`src/core/cmc_pkg.sv`:
```
// cmc_pkg: constants, register map and state record of the clock manager
// controller.
// assumes: APB slave on pclk at 50 MHz; device pins reached directly.
package cmc_pkg;

    // ------------------------------------------------------------
    // register map (byte offsets, one word each)
    // ------------------------------------------------------------
    localparam int ADDR_W = 8;
    localparam logic [7:0] OFS_CTRL = 8'h00;
    localparam logic [7:0] OFS_STATUS = 8'h04;
    localparam logic [7:0] OFS_SHIFT = 8'h08;
    localparam logic [7:0] OFS_RECFG = 8'h0c;
    localparam logic [7:0] OFS_RDATA = 8'h10;

    // ------------------------------------------------------------
    // field positions
    // ------------------------------------------------------------
    localparam int CTRL_HOLD_RST = 0;
    localparam int CTRL_SHIFT_EN = 1;
    localparam int CTRL_RECFG_EN = 2;
    localparam int ST_DEV_RST = 0;
    localparam int ST_LOCKED = 1;
    localparam int ST_SHIFT_BUSY = 2;
    localparam int ST_RECFG_BUSY = 3;
    localparam int ST_SHIFT_DONE = 4;
    localparam int ST_RECFG_DONE = 5;
    localparam int ST_OVERFLOW = 6;
    localparam int ST_SRC_STOP = 7;
    localparam int SHIFT_DIR_BIT = 0;
    localparam int RC_WDATA_LSB = 0;
    localparam int RC_ADDR_LSB = 16;
    localparam int RC_WRITE_BIT = 24;
    // device status word bits shown while the port is idle
    localparam int DEV_OVERFLOW_BIT = 0;
    localparam int DEV_SRC_STOP_BIT = 1;

    // ------------------------------------------------------------
    // widths, reset values and counts
    // ------------------------------------------------------------
    localparam int RC_DATA_W = 16;
    localparam int RC_ADDR_W = 7;
    localparam int DIV_W = 8;
    localparam logic [1:0] SRC_EDGES_M1 = 2'h2; // three stable edges
    localparam logic [2:0] CTRL_RESET = 3'h1;   // hold device in reset

    typedef enum logic [1:0] {SH_IDLE, SH_ARM, SH_REQ, SH_WAIT} cmc_shift_e;
    typedef enum logic [1:0] {RC_IDLE, RC_ARM, RC_EN, RC_WAIT} cmc_recfg_e;

    // ------------------------------------------------------------
    // whole state of the controller
    // ------------------------------------------------------------
    typedef struct packed {
        logic [2:0] ctrl;
        logic dev_rst;
        logic src_s1;
        logic src_s2;
        logic src_prev;
        logic [1:0] src_cnt;
        logic [DIV_W-1:0] div;
        logic lclk;
        logic shift_clk;
        logic recfg_clk;
        cmc_shift_e sh_st;
        logic shift_req;
        logic shift_dir;
        logic pend_dir;
        logic done_s1;
        logic done_s2;
        logic done_prev;
        logic shift_flag;
        cmc_recfg_e rc_st;
        logic rc_en;
        logic rc_we;
        logic [RC_ADDR_W-1:0] rc_addr;
        logic [RC_DATA_W-1:0] rc_wdata;
        logic [24:0] rc_cmd;
        logic ack_s1;
        logic ack_s2;
        logic ack_prev;
        logic [RC_DATA_W-1:0] rc_rdata;
        logic rc_flag;
        logic lock_s1;
        logic lock_s2;
        logic [RC_DATA_W-1:0] rd_s1;
        logic [RC_DATA_W-1:0] rd_s2;
        logic pready;
        logic pslverr;
        logic [31:0] prdata;
    } cmc_state_s;

endpackage

```
`src/core/cmc_ctrl.sv`:
```
// cmc_ctrl: host-side controller for a clock manager's reset, phase-shift
// and reconfiguration ports, commanded over an APB slave.
// assumes: device pins are asynchronous to pclk; link clocks are made here.
`timescale 1ns/1ps
`default_nettype none

module cmc_ctrl #(
    parameter int HALF_DIV = 4
) (
    input wire logic pclk,
    input wire logic presetn,
    input wire logic psel,
    input wire logic penable,
    input wire logic pwrite,
    input wire logic [cmc_pkg::ADDR_W-1:0] paddr,
    input wire logic [31:0] pwdata,
    output logic [31:0] prdata,
    output logic pready,
    output logic pslverr,
    input wire logic src_clk,
    input wire logic dev_locked,
    output logic dev_rst,
    output logic shift_clk,
    output logic shift_dir,
    output logic shift_req,
    input wire logic shift_done,
    output logic recfg_clk,
    output logic [cmc_pkg::RC_ADDR_W-1:0] recfg_addr,
    output logic [cmc_pkg::RC_DATA_W-1:0] recfg_wdata,
    output logic recfg_wr_en,
    output logic recfg_access_en,
    input wire logic recfg_ack,
    input wire logic [cmc_pkg::RC_DATA_W-1:0] recfg_rdata
);

    // ------------------------------------------------------------
    // elaboration checks
    // ------------------------------------------------------------
    // two cycles per half period keep the falling and rising ticks apart
    if (HALF_DIV < 2 || HALF_DIV > 255) begin : g_bad_div
        $error("cmc_ctrl: HALF_DIV must lie in 2..255");
    end

    localparam logic [cmc_pkg::DIV_W-1:0] DIV_LAST =
        cmc_pkg::DIV_W'(HALF_DIV - 1);

    function automatic logic addr_known(input logic [7:0] a);
        addr_known = (a == cmc_pkg::OFS_CTRL) || (a == cmc_pkg::OFS_STATUS) ||
                     (a == cmc_pkg::OFS_SHIFT) || (a == cmc_pkg::OFS_RECFG) ||
                     (a == cmc_pkg::OFS_RDATA);
    endfunction

    cmc_pkg::cmc_state_s q, d;

    logic tick, rise_tick, fall_tick, src_edge, done_edge, ack_edge;
    logic apb_acc, apb_wr, shift_on, recfg_on, locked;
    logic [31:0] status_w, rd_w;

    // ------------------------------------------------------------
    // next-state logic
    // ------------------------------------------------------------
    always_comb begin
        d = q;
        tick = (q.div == DIV_LAST);
        rise_tick = tick && !q.lclk;
        fall_tick = tick && q.lclk;
        src_edge = q.src_s2 && !q.src_prev;
        done_edge = q.done_s2 && !q.done_prev;
        ack_edge = q.ack_s2 && !q.ack_prev;
        shift_on = q.ctrl[cmc_pkg::CTRL_SHIFT_EN];
        recfg_on = q.ctrl[cmc_pkg::CTRL_RECFG_EN];
        locked = q.lock_s2 && !q.dev_rst;
        apb_acc = psel && penable && !q.pready;
        apb_wr = psel && penable && q.pready && pwrite;

        // two-flop synchronisers for every device pin
        d.src_s1 = src_clk;
        d.src_s2 = q.src_s1;
        d.src_prev = q.src_s2;
        d.done_s1 = shift_done;
        d.done_s2 = q.done_s1;
        d.done_prev = q.done_s2;
        d.ack_s1 = recfg_ack;
        d.ack_s2 = q.ack_s1;
        d.ack_prev = q.ack_s2;
        d.lock_s1 = dev_locked;
        d.lock_s2 = q.lock_s1;
        d.rd_s1 = recfg_rdata;
        d.rd_s2 = q.rd_s1;

        // link clock divider, shared by both device clock pins
        d.div = tick ? '0 : q.div + 1'b1;
        d.lclk = tick ? !q.lclk : q.lclk;
        d.shift_clk = d.lclk && shift_on;
        d.recfg_clk = d.lclk && recfg_on;

        // reset release: hold reset until three source edges are seen
        if (q.ctrl[cmc_pkg::CTRL_HOLD_RST]) begin
            d.dev_rst = 1'b1;
            d.src_cnt = '0;
        end else if (q.dev_rst && src_edge) begin
            if (q.src_cnt == cmc_pkg::SRC_EDGES_M1) begin
                d.dev_rst = 1'b0;
            end else begin
                d.src_cnt = q.src_cnt + 1'b1;
            end
        end

        // shift sequencer: pins move only at the link falling tick
        case (q.sh_st)
            cmc_pkg::SH_IDLE: begin
                d.shift_req = 1'b0;
            end
            cmc_pkg::SH_ARM: begin
                if (fall_tick) begin
                    d.shift_dir = q.pend_dir;
                    d.shift_req = 1'b1;
                    d.sh_st = cmc_pkg::SH_REQ;
                end
            end
            cmc_pkg::SH_REQ: begin
                // one period: drop at the next falling tick
                if (fall_tick) begin
                    d.shift_req = 1'b0;
                    d.sh_st = cmc_pkg::SH_WAIT;
                end
            end
            cmc_pkg::SH_WAIT: begin
                // wait for done; done frees the sequencer
                if (done_edge) begin
                    d.sh_st = cmc_pkg::SH_IDLE;
                end
            end
            default: d.sh_st = cmc_pkg::SH_IDLE;
        endcase

        // recfg sequencer: one enable period, then wait for ready
        case (q.rc_st)
            cmc_pkg::RC_IDLE: begin
                d.rc_en = 1'b0;
            end
            cmc_pkg::RC_ARM: begin
                if (fall_tick) begin
                    d.rc_en = 1'b1;
                    d.rc_we = q.rc_cmd[cmc_pkg::RC_WRITE_BIT];
                    d.rc_addr = q.rc_cmd[cmc_pkg::RC_ADDR_LSB +: 7];
                    d.rc_wdata = q.rc_cmd[cmc_pkg::RC_WDATA_LSB +: 16];
                    d.rc_st = cmc_pkg::RC_EN;
                end
            end
            cmc_pkg::RC_EN: begin
                if (fall_tick) begin
                    // back to address zero so status shows again
                    d.rc_en = 1'b0;
                    d.rc_we = 1'b0;
                    d.rc_addr = '0;
                    // write data zero outside the window
                    d.rc_wdata = '0;
                    d.rc_st = cmc_pkg::RC_WAIT;
                end
            end
            cmc_pkg::RC_WAIT: begin
                if (ack_edge) begin
                    d.rc_rdata = q.rd_s2;
                    d.rc_st = cmc_pkg::RC_IDLE;
                end
            end
            default: d.rc_st = cmc_pkg::RC_IDLE;
        endcase

        // status word; device status bits are valid only while idle
        status_w = '0;
        status_w[cmc_pkg::ST_DEV_RST] = q.dev_rst;
        status_w[cmc_pkg::ST_LOCKED] = locked;
        status_w[cmc_pkg::ST_SHIFT_BUSY] = (q.sh_st != cmc_pkg::SH_IDLE);
        status_w[cmc_pkg::ST_RECFG_BUSY] = (q.rc_st != cmc_pkg::RC_IDLE);
        status_w[cmc_pkg::ST_SHIFT_DONE] = q.shift_flag;
        status_w[cmc_pkg::ST_RECFG_DONE] = q.rc_flag;
        // overflow and stopped, read from the idle status word
        if (recfg_on && q.rc_st == cmc_pkg::RC_IDLE) begin
            status_w[cmc_pkg::ST_OVERFLOW] = q.rd_s2[cmc_pkg::DEV_OVERFLOW_BIT];
            status_w[cmc_pkg::ST_SRC_STOP] = q.rd_s2[cmc_pkg::DEV_SRC_STOP_BIT];
        end

        // APB read data chosen during the wait cycle
        case (paddr)
            cmc_pkg::OFS_CTRL: rd_w = {29'h0, q.ctrl};
            cmc_pkg::OFS_STATUS: rd_w = status_w;
            cmc_pkg::OFS_SHIFT: rd_w = {31'h0, q.pend_dir};
            cmc_pkg::OFS_RECFG: rd_w = {7'h0, q.rc_cmd};
            cmc_pkg::OFS_RDATA: rd_w = {16'h0, q.rc_rdata};
            default: rd_w = '0;
        endcase
        d.pready = apb_acc;
        d.pslverr = apb_acc && !addr_known(paddr);
        d.prdata = (apb_acc && !pwrite) ? rd_w : '0;

        // done flags: the hardware set wins over a software clear
        if (apb_wr && paddr == cmc_pkg::OFS_STATUS) begin
            if (pwdata[cmc_pkg::ST_SHIFT_DONE]) d.shift_flag = 1'b0;
            if (pwdata[cmc_pkg::ST_RECFG_DONE]) d.rc_flag = 1'b0;
        end
        if (q.sh_st == cmc_pkg::SH_WAIT && done_edge) d.shift_flag = 1'b1;
        if (q.rc_st == cmc_pkg::RC_WAIT && ack_edge) d.rc_flag = 1'b1;

        // register writes; commands while busy are ignored, shift commands also while unlocked
        if (apb_wr && paddr == cmc_pkg::OFS_CTRL) begin
            d.ctrl = pwdata[2:0];
        end
        if (apb_wr && paddr == cmc_pkg::OFS_SHIFT && shift_on && locked &&
            q.sh_st == cmc_pkg::SH_IDLE) begin
            d.pend_dir = pwdata[cmc_pkg::SHIFT_DIR_BIT];
            d.sh_st = cmc_pkg::SH_ARM;
        end
        if (apb_wr && paddr == cmc_pkg::OFS_RECFG && recfg_on &&
            q.rc_st == cmc_pkg::RC_IDLE) begin
            d.rc_cmd = pwdata[24:0];
            d.rc_st = cmc_pkg::RC_ARM;
        end

        // switching shifting off parks every shift pin low
        if (!d.ctrl[cmc_pkg::CTRL_SHIFT_EN]) begin
            d.sh_st = cmc_pkg::SH_IDLE;
            d.shift_req = 1'b0;
            d.shift_dir = 1'b0;
            d.shift_clk = 1'b0;
        end
        // switching reconfiguration off zeroes the whole port
        if (!d.ctrl[cmc_pkg::CTRL_RECFG_EN]) begin
            d.rc_st = cmc_pkg::RC_IDLE;
            d.rc_en = 1'b0;
            d.rc_we = 1'b0;
            d.rc_addr = '0;
            d.rc_wdata = '0;
            d.recfg_clk = 1'b0;
        end
    end

    // ------------------------------------------------------------
    // state register
    // ------------------------------------------------------------
    // device held in reset from our own reset onward
    always_ff @(posedge pclk or negedge presetn) begin
        if (!presetn) begin
            q <= '0;
            q.ctrl <= cmc_pkg::CTRL_RESET;
            q.dev_rst <= 1'b1;
            q.sh_st <= cmc_pkg::SH_IDLE;
            q.rc_st <= cmc_pkg::RC_IDLE;
        end else begin
            q <= d;
        end
    end

    assign prdata = q.prdata;
    assign pready = q.pready;
    assign pslverr = q.pslverr;
    assign dev_rst = q.dev_rst;
    assign shift_clk = q.shift_clk;
    assign shift_dir = q.shift_dir;
    assign shift_req = q.shift_req;
    assign recfg_clk = q.recfg_clk;
    assign recfg_addr = q.rc_addr;
    assign recfg_wdata = q.rc_wdata;
    assign recfg_wr_en = q.rc_we;
    assign recfg_access_en = q.rc_en;
endmodule // cmc_ctrl

`default_nettype wire

```
`config.mk`:
```
export PLATFORM = sky130hd
export DESIGN_NAME = cmc_ctrl
export DESIGN_NICKNAME = d
export VERILOG_FILES = /design/src/core/cmc_pkg.sv /design/src/core/cmc_ctrl.sv
export SDC_FILE = /design/constraint.sdc
export NUM_CORES = 1
export LEC_CHECK = 0
export ABC_AREA = 1
export BUFFER_PORTS_ARGS = -buffer_cell sky130_fd_sc_hd__buf_2
export CORE_UTILIZATION = 56
export CTS_CLUSTER_SIZE = 25
export DETAILED_ROUTE_END_ITERATION = 6
export PLACE_DENSITY = 0.88
export SYNTH_ARGS = -nofsm -noshare
export SYNTH_HDL_FRONTEND = slang
export SYNTH_SLANG_ARGS = --single-unit
```
`constraint.sdc`:
```
create_clock -name pclk -period 2.6 [get_ports pclk]
set_clock_uncertainty 0.15 [all_clocks]
set_input_delay 0.26 -clock pclk [delete_from_list [all_inputs] [get_ports pclk]]
set_output_delay 0.26 -clock pclk [all_outputs]
set_load 0.05 [all_outputs]
```
### Yosys cells after proc, flatten, opt, wreduce, memory -nomap -nowiden

Index checks and enable logic that the tools add are counted.

| operators by class | value |
|---|---|
| add/sub/neg operators | 2 |
| eq/ne operators | 30 |
| multiplexer cells | 36 |
| reduce and logical (&&, ||, !) cells | 60 |

Operator list:

| kind | number |
|---|---|
| $pmux W25 S5 | 1 |
| $mux W27 | 3 |
| $pmux W24 S2 | 1 |
| $mux W32 | 1 |
| $logic_and A1 B1 Y1 | 26 |
| $eq A8 B4 Y1 const B | 2 |
| $mux W2 | 8 |
| $ne A4 B4 Y1 const B | 4 |
| $reduce_bool A2 Y1 | 8 |
| $mux W1 | 13 |
| $ne A3 B3 Y1 const B | 4 |
| $pmux W2 S3 | 2 |
| $reduce_and A2 Y1 | 6 |
| $eq A2 B2 Y1 const B | 5 |
| $ne A5 B1 Y1 const B | 2 |
| $reduce_and A3 Y1 | 3 |
| $add A8 B1 Y8 const B | 1 |
| $eq A8 B2 Y1 const B | 1 |
| $eq A8 B3 Y1 const B | 1 |
| $eq A8 B5 Y1 const B | 1 |
| $logic_not A1 Y1 | 8 |
| $logic_not A8 Y1 | 1 |
| $mux W4 | 2 |
| $mux W8 | 1 |
| other kinds (12) | 23 |

| word-level totals | value |
|---|---|
| register bits after elaboration | 169 |
| input bits | 65 |
| word-level logic and storage cells | 165 |

### Logic depth before layout (Yosys ltp)

| logic depth | value |
|---|---|
| depth after elaboration | 9 |
| gate-level depth with buffers | 11 |

### Worst setup path after synthesis

OpenSTA, ideal clock, no wires.

| path | value |
|---|---|
| kind | register to register |
| start | register q[152] (netlist bit) |
| end | register q, in the netlist recfg_addr[5] |
| setup time | 0.127 ns |
| arrival time | 1.896 ns |
| required time | 2.323 ns |
| slack | 0.427 ns |
| stages on the path, launching flop included | 9 |
| period minus slack after synthesis | 2.173 ns |
| path through | dfrtp_1 ha_1 nand3_1 nor4_1 ha_1 inv_1 o21ai_4 clkbuf_2 a21oi_2 |

| on the way | value |
|---|---|
| cells in the longest elaborated chain, start to end | 4 |

Ends and longest elaborated chain:

| what | RTL line | source |
|---|---|---|
| start: declaration | cmc_ctrl.sv:53 | `cmc_pkg::cmc_state_s q, d;` |
| $eq A8 B2 Y1 * | cmc_ctrl.sv:64 | `tick = (q.div == DIV_LAST);` |
| $logic_and A1 B1 Y1 * | cmc_ctrl.sv:66 | `fall_tick = tick && q.lclk;` |
| $ne A3 B3 Y1 (no line) | -- |  |
| $reduce_and A3 Y1 (no line) * | -- |  |

Mark *: on every way between the ends. The rest lies on a longest branch, timed or not.
A chain may end at the register's enable or synchronous reset.

### Worst setup path in the final report

| path | value |
|---|---|
| start | register q[152] (netlist bit) |
| end | register q, in the netlist recfg_wdata[5] |

The elaborated chain is that of the path after synthesis.

==> flow_summary.ini <==
[route]
drt_first_pass_iters = 6
wl_per_cell_um = 15.3
drt_iter0_drc = 517
antenna_left = 0
num_vias = 5125
routed_via_density = 5.18
routed_wl_um = 15200
drcViolationCount = 0

[sta]
hold-worst-slack_ns = 0.0349
final-hold-violation-count = 0
period_share_pct = 88.8
tightest_slew_ns = 0.508
finalSetupTns_ns = 0
rsz0062_at_grt = false
setup_violations = 0
slew_headroom_pct = 66.2
clock.fmax_mhz = 433
drv_slew = 0
post-route-min-period_ns = 2.31

[layout]
final_util_pct = 70.0
drive_gt1_share_pct = 28.2
finalNetCount = 891
multi_input_area_um2 = 2220
num_antenna_cells = 0
fill_cells = 823
synthToLayoutAreaGrowth_pct = 20.5
regArea_um2 = 4060

[clock_tree]
postCtsSetupRepairBufs = 0
clock_path_buffers = 2
root_buffer = clkbuf_16
clock_latency_ns = 0.43
tritoncts = done
numCtsBuffers = 17
clkTransAtPathRegs_ns = 0.06
htreeDepth = 4
cts_num_sinks = 162

[synthesis]
synth_area_leaders = dfrtp_1 (57%), nand2_1 (7.6%), buf_4 (5.8%)
synth-seq-area-share_pct = 57.5
synth.most_common_cell = dfrtp_1
ys_ff_latch = 162
async_flop_share_pct = 100
ys.flop_type = dfrtp_1
synth-edff-count = 0
synth_top_area_share_pct = 56.7
syn_area_per_cell_um2 = 10.3
synth.distinct_cells = 42
netlist_area_um2 = 7060
synthTopCellsByCount = dfrtp_1 (160), nand2_1 (143), inv_1 (66)
ys_warn_count = 0
synth_cells = 685
synth_top_area_cell = dfrtp_1

[setup_path]
end_kind = flop
startpoint_type = flop
cpMaxStageDelayCell = dfrtp_1
rr_worst_depth = 10
cp.required_ns = 2.80
path_cells = ha_1 -> nand3_1 -> nor4_1 -> buf_4 -> ha_1 -> inv_1 -> o21ai_4 -> buf_12 -> nand3_1 -> o21ai_1
cp.arrival_ns = 2.51
path_max_fanout = 48
rrSetupSlack_ns = 0.29
reg2reg_to = recfg_wdata[5]$_DFFE_PN0P_
crit_path_max_incr_delay_ns = 0.39
worstSetupPathType = reg2reg
crit_start = q[152]$_DFF_PN0_
r2r-start = q[152]$_DFF_PN0_
cpLargestDelayFamily = buffers and inverters
timing.critical_path.buf_inv = 3

[pwr]
leakagePower_nw = 4.36
vdd_drop_max_v = 0.000439
power_w = 0.00548
power.density_nw_per_um2 = 645

[placement]
portBuffers = 114
gp_congestion = 0.888
dp_hpwl_um = 9520

[floorplanning]
pin_count = 129
die_y_um = 114
coreArea_um2 = 12200
row_count = 40
die-area_um2 = 13100
initial_utilization_pct = 58.1
die_width_um = 114

[global_routing]
grt_pass1_vias = 5153
grt_pass1_wl_um = 25000
antenna_found_initial = 0
grt_max_degree = 57
track_usage_pct = 25.3
overflow = 0

[hold_path]
hp-class = in2reg
hold_depth = 3
worstHoldEndpoint = pready$_DFF_PN0_
hold_start = penable

[run_status]
outcome = completed

[job]
cap_violations = 0
==> timing repair <==
item,CTS,global route
gates resized for setup,0,0
hold buffers,46,0
endpoints found under the hold margin,101,0
==> layout make-up <==
| type | count | area share, % |
|---|---|---|
| Inverter | 69 | 3.04 |
| Multi-Input combinational cell | 387 | 26.1 |
| Clock inverter | 13 | 2.01 |
| Sequential cell | 162 | 47.7 |
| Clock buffer | 19 | 5.21 |
| Timing Repair Buffer | 172 | 13.5 |
| Tap cell | 168 | 2.47 |
==> metal layers <==
metal	track usage, %	up-vias	share of wire (%)
met1	31.8	2474	41
li1	-	2365	-
met3	6.99	50	6.7
met5	0	-	0
met2	40.7	236	49
met4	11.8	0	3.2
==> stage by stage <==
stage | worst slack (ns) | cells | cell area, µm²
after global placement | 0.424 | 912 | 7430
after global routing | 0.0858 | 990 | 8510
after CTS | 0.278 | 990 | 8510
after floorplan | 0.427 | 691 | 7080
final | 0.291 | 990 | 8510
after detailed placement | 0.330 | 912 | 7430
==> where the power goes <==
group,switching (W),internal [W]
registers,0.0000215,0.00258
clock network,0.00105,0.00156
logic,0.000171,0.000115
total,0.00124,0.00425
==> layout by cell type, fill, tap and decap left out, types with 3 or more instances in the layout <==
master / n
nand3_2: 18
nand4_1: 7
o21ai_2: 16
inv_1: 66
nor2_1: 44
xor2_1: 4
inv_6: 5
clkbuf_16: 17
buf_2: 113
ha_1: 17
nand3_1: 39
mux2_2: 17
conb_1: 7
dlygate4sd3_1: 46
buf_4: 10
o21ai_1: 12
a21oi_1: 18
dfrtp_1: 160
bufinv_16: 3
o21ai_0: 9
nor3_1: 5
a31oi_1: 3
nand2_1: 143
nand2_2: 7
==> worst min-delay path, stage by stage <==
cell     delay (ns)
buf_2          0.08
nand2_1        0.12
nor2_1         0.11
==> sequential cells by signal, summed over array words and instances (netlist names) <==
register	cells
shift_req	1
q	82
shift_dir	1
recfg_addr	7
shift_clk	1
pready	1
dev_rst	1
d	23
pslverr	1
recfg_wr_en	1
prdata	25
recfg_wdata	16
recfg_access_en	1
recfg_clk	1
==> worst max path at each step <==
stage | cells after the start | slack (ns) | endpoint
final | 10 | 0.29 | recfg_wdata[5]$_DFFE_PN0P_
after CTS | 10 | 0.28 | recfg_wdata[12]$_DFFE_PN0P_
after floorplan | 8 | 0.43 | recfg_addr[5]$_DFFE_PN0P_
after detailed placement | 10 | 0.33 | recfg_wdata[2]$_DFFE_PN0P_
after global placement | 10 | 0.42 | recfg_wdata[5]$_DFFE_PN0P_
after global routing | 10 | 0.09 | recfg_wdata[3]$_DFFE_PN0P_
==> cells by family after synthesis <==
| family | count (synthesis) | synth area share [%] |
|---|---|---|
| mux | 17 | 2.71 |
| other cells | 1 | 0.0531 |
| compound gates | 67 | 6.11 |
| flops | 162 | 57.5 |
| buf+inv | 142 | 11.5 |
| fa+ha+maj | 17 | 3.01 |
| simple gates | 275 | 18.7 |
| xor+xnor | 4 | 0.496 |
Note: power is estimated with default switching activity, not from simulation.
